## src/lsg_defines.svh

```systemverilog
// lsg_defines.svh: offsets, field positions, reset values and build defaults of the
// pseudo-random sequence generator.
// assumes inclusion by bare name from every design file that needs a constant.
//
// How it works
// - with the chained structure, one feedback gate at the head combines every tapped register and feeds the first register.
// - with the distributed structure, each tap has its own gate mixing the last register with the bit entering that position.
// - the gate kind, exclusive-or or exclusive-nor, is fixed at build time and used at every feedback point.
// - the chain length is a build-time parameter that also sizes the parallel seed input and the parallel output.
// - the tap polynomial is a hex constant whose lowest bit must be 1, the top term being implied and left out.
// - the sequence starts from a build-time seed constant.
// - a build-time option decides whether a run-time seed input exists that can replace the chain contents.
// - a reloaded seed arrives either whole on a port as wide as the chain or one bit at a time on a serial input.
// - the output is either every chain bit in parallel or only the last bit, by a build-time option.
// - a load with seed data overwrites the chain, and stepping then carries on from the loaded value with the same settings.
// - the restart input puts back the build-time seed and stepping resumes once it is released.
// - while enable is low and neither load nor restart is asked, the chain holds its value, and stepping resumes when enable returns high.

`ifndef LSG_DEFINES_SVH
`define LSG_DEFINES_SVH

// ----------------------------------------------------------------------------
// build defaults
// ----------------------------------------------------------------------------
`define LSG_DEF_WIDTH      8
`define LSG_DEF_POLY       8'h1D
`define LSG_DEF_SEED       8'h01
`define LSG_DEF_FIFO_DEPTH 8

// ----------------------------------------------------------------------------
// register port: byte offsets, fields, reset values
// ----------------------------------------------------------------------------
`define LSG_REG_AW         4
`define LSG_OFF_CTRL       4'h0
`define LSG_OFF_STATE      4'h4
`define LSG_OFF_LEVEL      4'h8
`define LSG_CTRL_RUN_BIT   0
`define LSG_CTRL_RST_BIT   1
`define LSG_CTRL_RUN_RST   1'h1

`endif

```

## src/lsg_pkg.sv

```systemverilog
// lsg_pkg.sv: types shared by the sequence generator files.
// assumes nothing of its surroundings.

package lsg_pkg;

	// feedback structure, one-hot
	typedef enum logic [1:0] {
		LSG_FIB = 2'h1,
		LSG_GAL = 2'h2
	} lsg_struct_e;

	// feedback gate kind, one-hot
	typedef enum logic [1:0] {
		LSG_XOR  = 2'h1,
		LSG_XNOR = 2'h2
	} lsg_gate_e;

	// what the chain does on the next edge, one-hot
	typedef enum logic [3:0] {
		LSG_ACT_HOLD    = 4'h1,
		LSG_ACT_RESTART = 4'h2,
		LSG_ACT_LOAD    = 4'h4,
		LSG_ACT_STEP    = 4'h8
	} lsg_act_e;

endpackage

```

## src/lsg_mem.sv

```systemverilog
// lsg_mem.sv: small storage for the output queue, one write and one read port.
// assumes one clock; read data are registered and a write to the read address
// in the same cycle is forwarded.

`timescale 1ns/10ps
`default_nettype none

module lsg_mem #(
	parameter int unsigned DW = 8,
	parameter int unsigned AW = 3
) (
	// clock
	input  wire logic          clk_i,
	// write side
	input  wire logic          wr_i,
	input  wire logic [AW-1:0] waddr_i,
	input  wire logic [DW-1:0] wdata_i,
	// read side
	input  wire logic [AW-1:0] raddr_i,
	output logic      [DW-1:0] rdata_o
);

	logic [DW-1:0] mem_reg [(1 << AW)];

	always_ff @(posedge clk_i)
	begin
		if (wr_i)
		begin
			mem_reg[waddr_i] <= wdata_i;
		end
	end

	// forwarding keeps an empty queue first-word-fall-through
	always_ff @(posedge clk_i)
	begin
		if (wr_i && (waddr_i == raddr_i))
		begin
			rdata_o <= wdata_i;
		end
		else
		begin
			rdata_o <= mem_reg[raddr_i];
		end
	end

endmodule

`default_nettype wire

```

## src/lsg_fifo.sv

```systemverilog
// lsg_fifo.sv: output queue of the sequence generator, valid/ready on both sides.
// assumes one clock and an active-low asynchronous reset; DEPTH is a power of two.

`timescale 1ns/10ps
`default_nettype none

module lsg_fifo #(
	parameter int unsigned DW    = 8,
	parameter int unsigned DEPTH = 8
) (
	// clock and reset
	input  wire logic                     clk_i,
	input  wire logic                     rst_n_i,
	// fill side
	input  wire logic                     in_valid_i,
	output logic                          in_ready_o,
	input  wire logic [DW-1:0]            in_data_i,
	// drain side
	output logic                          out_valid_o,
	input  wire logic                     out_ready_i,
	output logic      [DW-1:0]            out_data_o,
	// fill level
	output logic      [$clog2(DEPTH):0]   level_o
);

	localparam int unsigned AW = $clog2(DEPTH);

	logic [AW-1:0] wr_ptr_reg;
	logic [AW-1:0] rd_ptr_reg;
	logic [AW-1:0] rd_ptr_next;
	logic [AW:0]   count_reg;
	logic          push;
	logic          pop;

	assign in_ready_o  = (count_reg != (AW+1)'(DEPTH));
	assign out_valid_o = (count_reg != '0);
	assign push        = in_valid_i && in_ready_o;
	assign pop         = out_valid_o && out_ready_i;
	assign rd_ptr_next = pop ? rd_ptr_reg + 1'b1 : rd_ptr_reg;
	assign level_o     = count_reg;

	always_ff @(posedge clk_i or negedge rst_n_i)
	begin
		if (!rst_n_i)
		begin
			wr_ptr_reg <= '0;
			rd_ptr_reg <= '0;
			count_reg  <= '0;
		end
		else
		begin
			wr_ptr_reg <= push ? wr_ptr_reg + 1'b1 : wr_ptr_reg;
			rd_ptr_reg <= rd_ptr_next;
			count_reg  <= count_reg + (AW+1)'(push) - (AW+1)'(pop);
		end
	end

	lsg_mem #(
		.DW (DW),
		.AW (AW)
	) u_mem (
		.clk_i   (clk_i),
		.wr_i    (push),
		.waddr_i (wr_ptr_reg),
		.wdata_i (in_data_i),
		.raddr_i (rd_ptr_next),
		.rdata_o (out_data_o)
	);

endmodule

`default_nettype wire

```

## src/lsg_gen.sv

```systemverilog
// lsg_gen.sv: linear feedback shift register with reloadable seed, restart, hold,
// an output queue and a small register port.
// assumes synchronous inputs on clk_i, WIDTH from 2 to 32, and a seed that is not
// the lock value of the chosen gate.

`timescale 1ns/10ps
`default_nettype none
`include "lsg_defines.svh"

module lsg_gen #(
	parameter int unsigned          WIDTH      = `LSG_DEF_WIDTH,
	parameter logic [WIDTH-1:0]     POLY       = `LSG_DEF_POLY,
	parameter logic [WIDTH-1:0]     SEED       = `LSG_DEF_SEED,
	parameter lsg_pkg::lsg_struct_e STRUCT     = lsg_pkg::LSG_FIB,
	parameter lsg_pkg::lsg_gate_e   GATE       = lsg_pkg::LSG_XOR,
	parameter bit                   RELOAD     = 1'b1,
	parameter bit                   PAR_IN     = 1'b1,
	parameter bit                   PAR_OUT    = 1'b1,
	parameter int unsigned          FIFO_DEPTH = `LSG_DEF_FIFO_DEPTH
) (
	// clock and reset
	input  wire logic                           clk_i,
	input  wire logic                           rst_n_i,
	// sequence control
	input  wire logic                           restart_i,
	input  wire logic                           en_i,
	input  wire logic                           load_i,
	input  wire logic [WIDTH-1:0]               seed_par_i,
	input  wire logic                           seed_ser_i,
	// sequence output
	output logic                                dout_valid_o,
	input  wire logic                           dout_ready_i,
	output logic      [(PAR_OUT ? WIDTH : 1)-1:0] dout_o,
	// register port
	input  wire logic [`LSG_REG_AW-1:0]         reg_addr_i,
	input  wire logic [31:0]                    reg_wdata_i,
	input  wire logic                           reg_wr_i,
	input  wire logic                           reg_rd_i,
	output logic      [31:0]                    reg_rdata_o
);

	localparam int unsigned OW = PAR_OUT ? WIDTH : 1;
	localparam int unsigned LW = $clog2(FIFO_DEPTH) + 1;
	localparam logic [WIDTH-1:0] LOCK_VAL = (GATE == lsg_pkg::LSG_XNOR) ? '1 : '0;

	// ------------------------------------------------------------------------
	// next-state function
	// ------------------------------------------------------------------------
	function automatic logic [WIDTH-1:0] lsg_step(input logic [WIDTH-1:0] s);
		logic [WIDTH-1:0] n;
		logic             fb;
		logic             inv;
		n   = '0;
		inv = (GATE == lsg_pkg::LSG_XNOR);
		fb  = s[WIDTH-1];
		if (STRUCT == lsg_pkg::LSG_FIB)
		begin
			// one gate at the head over all taps, result into the first stage
			for (int i = 1; i < WIDTH; i++)
			begin
				if (POLY[i])
				begin
					fb = fb ^ s[i-1];
				end
			end
			n = {s[WIDTH-2:0], fb ^ inv};
		end
		else
		begin
			// one gate per tap, each fed by the last stage
			n[0] = s[WIDTH-1];
			for (int i = 1; i < WIDTH; i++)
			begin
				n[i] = POLY[i] ? (s[i-1] ^ s[WIDTH-1] ^ inv) : s[i-1];
			end
		end
		return n;
	endfunction

	// ------------------------------------------------------------------------
	// signals
	// ------------------------------------------------------------------------
	logic [WIDTH-1:0]        lfsr_reg;
	logic [WIDTH-1:0]        lfsr_next;
	logic                    run_reg;
	logic                    soft_rst_reg;
	logic [31:0]             rdata_reg;
	logic                    fifo_in_ready;
	logic [LW-1:0]           fifo_level;
	logic [OW-1:0]           push_data;
	logic                    do_restart;
	logic                    do_load;
	logic                    do_step;
	lsg_pkg::lsg_act_e       act;

	// ------------------------------------------------------------------------
	// action select
	// ------------------------------------------------------------------------
	// the queue stalls stepping, so no value is ever dropped at the output
	assign do_restart = restart_i || soft_rst_reg;
	assign do_load    = RELOAD && load_i;
	assign do_step    = en_i && run_reg && fifo_in_ready;

	always_comb
	begin
		if (do_restart)
		begin
			act = lsg_pkg::LSG_ACT_RESTART;
		end
		else if (do_load)
		begin
			act = lsg_pkg::LSG_ACT_LOAD;
		end
		else if (do_step)
		begin
			act = lsg_pkg::LSG_ACT_STEP;
		end
		else
		begin
			act = lsg_pkg::LSG_ACT_HOLD;
		end
	end

	always_comb
	begin
		case (act)
			lsg_pkg::LSG_ACT_RESTART:
			begin
				lfsr_next = SEED;
			end
			lsg_pkg::LSG_ACT_LOAD:
			begin
				if (PAR_IN)
				begin
					lfsr_next = seed_par_i;
				end
				else
				begin
					lfsr_next = {lfsr_reg[WIDTH-2:0], seed_ser_i};
				end
			end
			lsg_pkg::LSG_ACT_STEP:
			begin
				lfsr_next = lsg_step(lfsr_reg);
			end
			lsg_pkg::LSG_ACT_HOLD:
			begin
				lfsr_next = lfsr_reg;
			end
			default:
			begin
				lfsr_next = lfsr_reg;
			end
		endcase
	end

	// ------------------------------------------------------------------------
	// chain register
	// ------------------------------------------------------------------------
	always_ff @(posedge clk_i or negedge rst_n_i)
	begin
		if (!rst_n_i)
		begin
			lfsr_reg <= SEED;
		end
		else
		begin
			lfsr_reg <= lfsr_next;
		end
	end

	// ------------------------------------------------------------------------
	// output queue
	// ------------------------------------------------------------------------
	// the value pushed is the one the chain shows before it steps
	assign push_data = PAR_OUT ? OW'(lfsr_reg) : OW'(lfsr_reg[WIDTH-1]);

	lsg_fifo #(
		.DW    (OW),
		.DEPTH (FIFO_DEPTH)
	) u_fifo (
		.clk_i       (clk_i),
		.rst_n_i     (rst_n_i),
		.in_valid_i  (act == lsg_pkg::LSG_ACT_STEP),
		.in_ready_o  (fifo_in_ready),
		.in_data_i   (push_data),
		.out_valid_o (dout_valid_o),
		.out_ready_i (dout_ready_i),
		.out_data_o  (dout_o),
		.level_o     (fifo_level)
	);

	// ------------------------------------------------------------------------
	// register port
	// ------------------------------------------------------------------------
	always_ff @(posedge clk_i or negedge rst_n_i)
	begin
		if (!rst_n_i)
		begin
			run_reg <= `LSG_CTRL_RUN_RST;
		end
		else if (reg_wr_i && (reg_addr_i == `LSG_OFF_CTRL))
		begin
			run_reg <= reg_wdata_i[`LSG_CTRL_RUN_BIT];
		end
	end

	// software restart is a one-cycle pulse, it never sticks
	always_ff @(posedge clk_i or negedge rst_n_i)
	begin
		if (!rst_n_i)
		begin
			soft_rst_reg <= 1'h0;
		end
		else
		begin
			soft_rst_reg <= reg_wr_i && (reg_addr_i == `LSG_OFF_CTRL)
				&& reg_wdata_i[`LSG_CTRL_RST_BIT];
		end
	end

	always_ff @(posedge clk_i or negedge rst_n_i)
	begin
		if (!rst_n_i)
		begin
			rdata_reg <= 32'h0;
		end
		else if (reg_rd_i)
		begin
			case (reg_addr_i)
				`LSG_OFF_CTRL:
				begin
					rdata_reg <= 32'(run_reg);
				end
				`LSG_OFF_STATE:
				begin
					rdata_reg <= 32'(lfsr_reg);
				end
				`LSG_OFF_LEVEL:
				begin
					rdata_reg <= 32'(fifo_level);
				end
				default:
				begin
					rdata_reg <= 32'h0;
				end
			endcase
		end
		else
		begin
			rdata_reg <= 32'h0;
		end
	end

	assign reg_rdata_o = rdata_reg;

	// ------------------------------------------------------------------------
	// assertions
	// ------------------------------------------------------------------------
	a_poly_lsb_set: assert property (@(posedge clk_i) disable iff (!rst_n_i)
		POLY[0] == 1'b1)
		else $error("tap polynomial lowest bit is not 1");

	a_restart_seed: assert property (@(posedge clk_i) disable iff (!rst_n_i)
		restart_i |=> (lfsr_reg == SEED))
		else $error("restart did not restore the build seed");

	a_restart_over_load: assert property (@(posedge clk_i) disable iff (!rst_n_i)
		(restart_i && load_i && en_i)
		|=> (lfsr_reg == SEED) && (fifo_level <= $past(fifo_level)))
		else $error("restart lost priority over load");

	a_par_load_value: assert property (@(posedge clk_i) disable iff (!rst_n_i)
		(RELOAD && PAR_IN && load_i && !restart_i && !soft_rst_reg)
		|=> (lfsr_reg == $past(seed_par_i)))
		else $error("parallel load did not overwrite the chain");

	a_ser_load_shift: assert property (@(posedge clk_i) disable iff (!rst_n_i)
		(RELOAD && !PAR_IN && load_i && !restart_i && !soft_rst_reg)
		|=> (lfsr_reg[0] == $past(seed_ser_i))
		&& (lfsr_reg[WIDTH-1:1] == $past(lfsr_reg[WIDTH-2:0])))
		else $error("serial load did not shift the seed bit in");

	a_hold_when_off: assert property (@(posedge clk_i) disable iff (!rst_n_i)
		(!en_i && !load_i && !restart_i && !soft_rst_reg)
		|=> $stable(lfsr_reg) ##0 (fifo_level <= $past(fifo_level)))
		else $error("chain moved while enable was low");

	a_fib_shift_path: assert property (@(posedge clk_i) disable iff (!rst_n_i)
		(STRUCT == lsg_pkg::LSG_FIB && act == lsg_pkg::LSG_ACT_STEP)
		|=> (lfsr_reg[WIDTH-1:1] == $past(lfsr_reg[WIDTH-2:0])))
		else $error("chained step did not shift toward the last stage");

	a_gal_head_bit: assert property (@(posedge clk_i) disable iff (!rst_n_i)
		(STRUCT == lsg_pkg::LSG_GAL && act == lsg_pkg::LSG_ACT_STEP)
		|=> (lfsr_reg[0] == $past(lfsr_reg[WIDTH-1])))
		else $error("distributed step did not feed the last stage to the head");

	a_gate_lock_value: assert property (@(posedge clk_i) disable iff (!rst_n_i)
		(STRUCT == lsg_pkg::LSG_GAL && act == lsg_pkg::LSG_ACT_STEP && lfsr_reg == LOCK_VAL)
		|=> (lfsr_reg == LOCK_VAL))
		else $error("lock value of the gate kind did not lock");

	a_step_pushes_out: assert property (@(posedge clk_i) disable iff (!rst_n_i)
		(act == lsg_pkg::LSG_ACT_STEP && !dout_valid_o)
		|=> dout_valid_o && (dout_o == $past(push_data)))
		else $error("stepped value did not reach the output");

	a_full_stalls_step: assert property (@(posedge clk_i) disable iff (!rst_n_i)
		(!fifo_in_ready && !load_i && !restart_i && !soft_rst_reg) |=> $stable(lfsr_reg))
		else $error("chain stepped while the queue was full");

	c_restart_seen: cover property (@(posedge clk_i) disable iff (!rst_n_i)
		restart_i ##1 en_i ##1 en_i);

	c_load_then_step: cover property (@(posedge clk_i) disable iff (!rst_n_i)
		load_i ##1 (act == lsg_pkg::LSG_ACT_STEP));

	c_queue_full: cover property (@(posedge clk_i) disable iff (!rst_n_i)
		!fifo_in_ready ##1 dout_ready_i);

	c_hold_resume: cover property (@(posedge clk_i) disable iff (!rst_n_i)
		!en_i ##1 !en_i ##1 (act == lsg_pkg::LSG_ACT_STEP));

endmodule

`default_nettype wire

```

## config.mk

```make
export PLATFORM = sky130hd
export DESIGN_NAME = lsg_gen
export DESIGN_NICKNAME = d
export VERILOG_FILES = /design/src/lsg_pkg.sv /design/src/lsg_mem.sv /design/src/lsg_fifo.sv /design/src/lsg_gen.sv
export VERILOG_INCLUDE_DIRS = /design/src
export SDC_FILE = /design/constraint.sdc
export NUM_CORES = 1
export LEC_CHECK = 0
export BUFFER_PORTS_ARGS = -buffer_cell sky130_fd_sc_hd__buf_4
export CORE_MARGIN = 2
export CORE_UTILIZATION = 60
export CTS_BUF_LIST = sky130_fd_sc_hd__clkbuf_8
export DETAILED_ROUTE_END_ITERATION = 8
export HOLD_SLACK_MARGIN = 0.03
export PLACE_DENSITY_LB_ADDON = 0.25
export SLEW_MARGIN = 10
export SYNTH_ARGS = -nofsm -noshare
export SYNTH_HDL_FRONTEND = slang
export SYNTH_SLANG_ARGS = --single-unit
```

## constraint.sdc

```tcl
create_clock -name clk_i -period 5.12 [get_ports clk_i]
set_input_delay 0.512 -clock clk_i [delete_from_list [all_inputs] [get_ports clk_i]]
set_output_delay 0.512 -clock clk_i [all_outputs]
set_load 0.02 [all_outputs]
```

### Word-level counts from Yosys, hierarchy flattened

Memories as Yosys holds them, arrays and structs flattened. A register that Yosys moved wholly into a read port is not among the register bits.
Cells that the tools add are included.

* $add $sub $neg: 4
* eq/ne operators: 6
* multiplexer cells: 11
* bitwise gates (word level): 3
* reductions and logical operators: 10

Operators with widths (count)
* one-hot mux 8 bit (3 select lines): 2
* two-way mux 32 bit: 1
* two-way mux 4 bit: 3
* equality test 4 x 3 -> 1 bit, second input constant: 2
* equality test 4 bit, second input constant: 2
* adder 3 x 1 -> 3 bit, second input constant: 2
* logical AND 1 bit: 6
* adder 4 x 1 -> 4 bit: 1
* equality test 4 x 2 -> 1 bit, second input constant: 1
* logical NOT 4 bit: 1
* two-way mux 1 bit: 4
* != test 4 bit, second input constant: 1
* nonzero test 4 bit: 1
* subtractor 4 x 1 -> 4 bit: 1
* two-way mux 3 bit: 1
* nonzero test 3 bit: 1
* bitwise XOR 1 bit: 3
* logical OR 1 bit: 1

* register bits: 52
* RAM bits: 64
* output and inout port bits: 41
* word-level logic and storage cells: 42
* memories: 1

Memory list
* u_fifo.u_mem.mem_reg: words 8, bits a word 8, rd ports 1, clocked after memory_dff 1, write ports 1, line lsg_mem.sv:23 `logic [DW-1:0] mem_reg [(1 << AW)];`

### Logic depth before layout (Yosys ltp)

* word-level depth: 11
* gate-level depth with buffers: 11
* gate-level depth less buffers: 11

### Modules after synthesis

From an unflattened synthesis, not the netlist that was laid out.

* cells, all modules: 251
* area, all modules: 4141.5 um2

By module, submodules not included
* lsg_mem: times used 1, cells each 109, area an instance 2591.2 um2
* lsg_gen: times used 1, cells each 98, area an instance 999.7 um2
* lsg_fifo: times used 1, cells each 44, area an instance 550.5 um2

### Least setup slack after synthesis

Ideal clock, no wire load.

* path kind: input -> register
* from: in load_i
* to: mem u_fifo.u_mem.mem_reg[2][0], enable pin
* setup time: 398 ps
* arrival time: 2063 ps
* data required time: 4722 ps
* slack: 2659 ps
* stages on the path: 3
* buffers on the path: 0
* cell sequence: nor3_2 > nand3_2 > nor4b_1

* cells in the longest elaborated chain, start to end: 6

Ends and longest elaborated chain
* start, declared: line lsg_gen.sv:27 `input wire logic load_i,`
* two-way mux 4 bit: line lsg_gen.sv:110 `else if (do_load)`
* two-way mux 4 bit: line lsg_gen.sv:106 `if (do_restart)`
* equality test 4 bit: line lsg_gen.sv:184 `.in_valid_i (act == lsg_pkg::LSG_ACT_STEP),`
* logical AND 1 bit: line lsg_fifo.sv:37 `assign push = in_valid_i && in_ready_o;`
* two-way mux 1 bit: line lsg_mem.sv:27 `if (wr_i)`
* two-way mux 1 bit (implied by the code): line lsg_mem.sv:29 `mem_reg[waddr_i] <= wdata_i;`
* end, declared: line lsg_mem.sv:23

Every way passes these cells.

==> results.md <==
* Status: finished, final reports clean
* Reg2reg path depth at 4
* Arrival @ worst endpoint at 2420 ps
* Post-synth top cells: edfxtp_1 (64), dfrtp_1 (26), buf_4 (24)
* Vias per inst at 5.75
* Finished Cell Area at 4650 µm²
* Seq cells post-synth at 95
* Switch Pwr at 627 µW
* Gate power share at 26.3%
* Crit-path max cell delay at 900 ps
* Final setup fails at 0
* Max Clk Rate at 341 MHz
* Placement Cell Area at 4440 µm²
* Post-DP HPWL at 4720 µm
* Met2 GRT Util at 34.9%
* H-tree Lvls at 3
* Port Buffers at 38
* Worst r2r dst: u_fifo.u_mem.mem_reg[0][5]$_DFFE_PP_
* Slew @ Worst Pin at 1050 ps
* Gr busiest metal: met2
* Minimum clock period at 2930 ps
* PD cells at 452 nW/µm²
* CTS Buffer Depth at 2
* Hold Vio Cnt, Final at 0
* Num ports at 94
* # hold bufs at CTS at 0
* Initial antenna violation count at 0
* First-pass GRT wire length at 11500 µm
* Cell area after synthesis at 4160 µm²
* Slowest CP cell: dfxtp_1
* Maxcap violations at 0
* Drt initial violations at 102
* Antenna Violating Nets Remaining at 0
* Seq/Total Area, Yosys at 64.6%
* Layout area overhead at 12.0%
* Worst-path maximum fanout at 16
* Drt pass-1 iters at 4
* Post-CTS Setup Inserts at 0
* Dominant synthesized flop cell: edfxtp_1
* Clock Power Share at 24.7%
* Internal power at 1480 µW
* Synthesized instance count at 259
* CTS tree: done
* Die height at 87.2 µm
* Async set-reset flop share out of synthesis at 29.5%
* Hold WC Path Type: in -> async
* Fin. max-slew vios at 0
* FF+latch area at 2690 µm²
* Area leader, netlist: edfxtp_1
* Average wire per standard cell at 18.7 µm
* Top post-synthesis cells by area: edfxtp_1 (46%), dfrtp_1 (16%), mux4_1 (9.5%), buf_4 (4.3%), mux2_2 (3.0%)
* Die area at 7610 µm²
* Setup slack, reg-to-reg at 2300 ps
* Post-cts sizing count at 0
* Total number of vias at 2235
* Count leader, synth: edfxtp_1
* Initial Util at 61.5%
* Die Wd at 87.2 µm
* Worst rel slew slack at 29.3%
* CTS sink cnt at 95
* Top cell family by delay on the critical path: multiplexers
* Fillers at 475
* Later-pin clock latency in the skew report at 350 ps
* Post-synth top area share at 46.2%
* Final RePlAce weighted congestion at 0.755
* Total Routing Usage GR at 20.9%
* Clk pin slew, worst setup/hold paths at 90 ps
* Leakage at 0.00185 µW
* Cell Rows at 30
* Core ar. at 6760 µm²
* CTS Buf Count at 9
* Period utilisation layout at 57.3%
* # nets final at 366
* DRC at 0
* Critical path, cell by cell: mux4_1 > mux2_2 > buf_4
* Data required, critical path at 4610 ps
* Multi-input logic area at 1280 µm²
* Post-synth EDFFs at 64
* Drt total wl at 7290 µm
* Netlist cell types at 43
* Clock tree root buffer cell: clkbuf_8
* Number of global-route vias before repair at 2236
* Warnings from Yosys at 0
* Type of the worst setup path: reg -> out
* Worst clock skew at 6.33 ps
* Largest register FFs at 64
* Total gr overflow at 0
* Share of cells above drive strength 1 at 25.2%
* M3 GR Usage at 3.98%
* Startpoint Class: register
* Setup TNS at 0 ps
* ANT cells at 0
* Crit. End Element: output pin
* Switch share at 29.8%
* Reg2reg start: soft_rst_reg$_DFF_PN0_
* Pin count of the biggest net entering global routing at 29
* Syn Area/Cell at 16.0 µm²
* Worst path bufs/invs at 1
* Unrepaired setup endpoints after global routing: false
* Met1 Track Usage GR at 26.8%
* Worst vdd rail ir drop at 0.276 mV
* Register share of total power at 49.0%
## metrics by stage
step	util (%)	setup slack (ps)	power (µW)	hold slack (ps)	cells
after CTS	68.8	2070	2120	66.5	389
after global routing	68.9	2070	2220	65.1	389
after floorplan	-	2660	1460	216	282
after global placement	65.7	1920	1590	453	373
final	68.9	2190	2100	53.6	389
after detailed placement	65.7	1830	1600	455	373
## power by group through the flow
stage	clock network [µW]	logic (µW)	registers, µW
after floorplan	0	506	955
after global placement	0	547	1040
after detailed placement	0	558	1050
after CTS	528	561	1030
after global routing	563	608	1050
final	519	554	1030
## area by class of cell
| class | instances | share of cell area, % |
|---|---|---|
| inverters | 10 | 0.806 |
| well taps | 80 | 2.15 |
| clock buffers | 9 | 2.66 |
| repair buffers | 45 | 7.26 |
| flip-flops and latches | 95 | 57.7 |
| multi-input cells | 143 | 27.6 |
| clock inverters | 7 | 1.85 |
## logic make-up (layout without fill, tap and decap cells)
group | Yosys count | count (layout) | synth area share [%]
flops | 95 | 95 | 64.6
simple gates | 58 | 58 | 7.92
buf+inv | 44 | 71 | 6.74
mux | 28 | 28 | 13.2
compound gates | 15 | 15 | 2.62
fa+ha+maj | 9 | 9 | 2.89
xor+xnor | 9 | 9 | 1.90
other cells | 1 | 24 | 0.0902
## how the worst max path moves through the flow
| stage | startpoint | endpoint | slack (ps) | cells after the start |
|---|---|---|---|---|
| after floorplan | load_i | u_fifo.u_mem.mem_reg[2][0]$_DFFE_PP_ | 2660 | 3 |
| after global placement | load_i | u_fifo.u_mem.mem_reg[1][5]$_DFFE_PP_ | 1920 | 5 |
| after detailed placement | load_i | u_fifo.u_mem.mem_reg[1][5]$_DFFE_PP_ | 1830 | 5 |
| after CTS | soft_rst_reg$_DFF_PN0_ | u_fifo.u_mem.mem_reg[1][5]$_DFFE_PP_ | 2070 | 4 |
| after global routing | register | dout_o[1] | 2070 | 3 |
| final | register | dout_o[1] | 2190 | 3 |
## metal layers
layer	vias to the layer above	share of wire (%)
li1	1019	-
met1	1128	43
met2	75	51
met3	13	4.5
met4	0	1.8
met5	-	0
## cells in the final DEF (no fill, tap or decap), types with 3 or more instances in the layout
master	count
a22oi_1	3
and2_1	5
ha_1	8
nor2_1	5
xnor2_1	8
mux2_2	11
inv_1	10
o211ai_1	7
nor2b_1	4
nand4_1	9
dfrtp_1	26
conb_1	24
clkbuf_8	9
dfxtp_1	3
mux4_1	15
nor3b_1	3
nand2_1	17
buf_4	45
edfxtp_1	64
## worst register-to-register path: stages (launching register included)
cell and delay (ps):
dfrtp_1 400, nor3_2 710, nand3_2 280, nor4_1 860, buf_4 290
(Power assumes the default switching activity.)
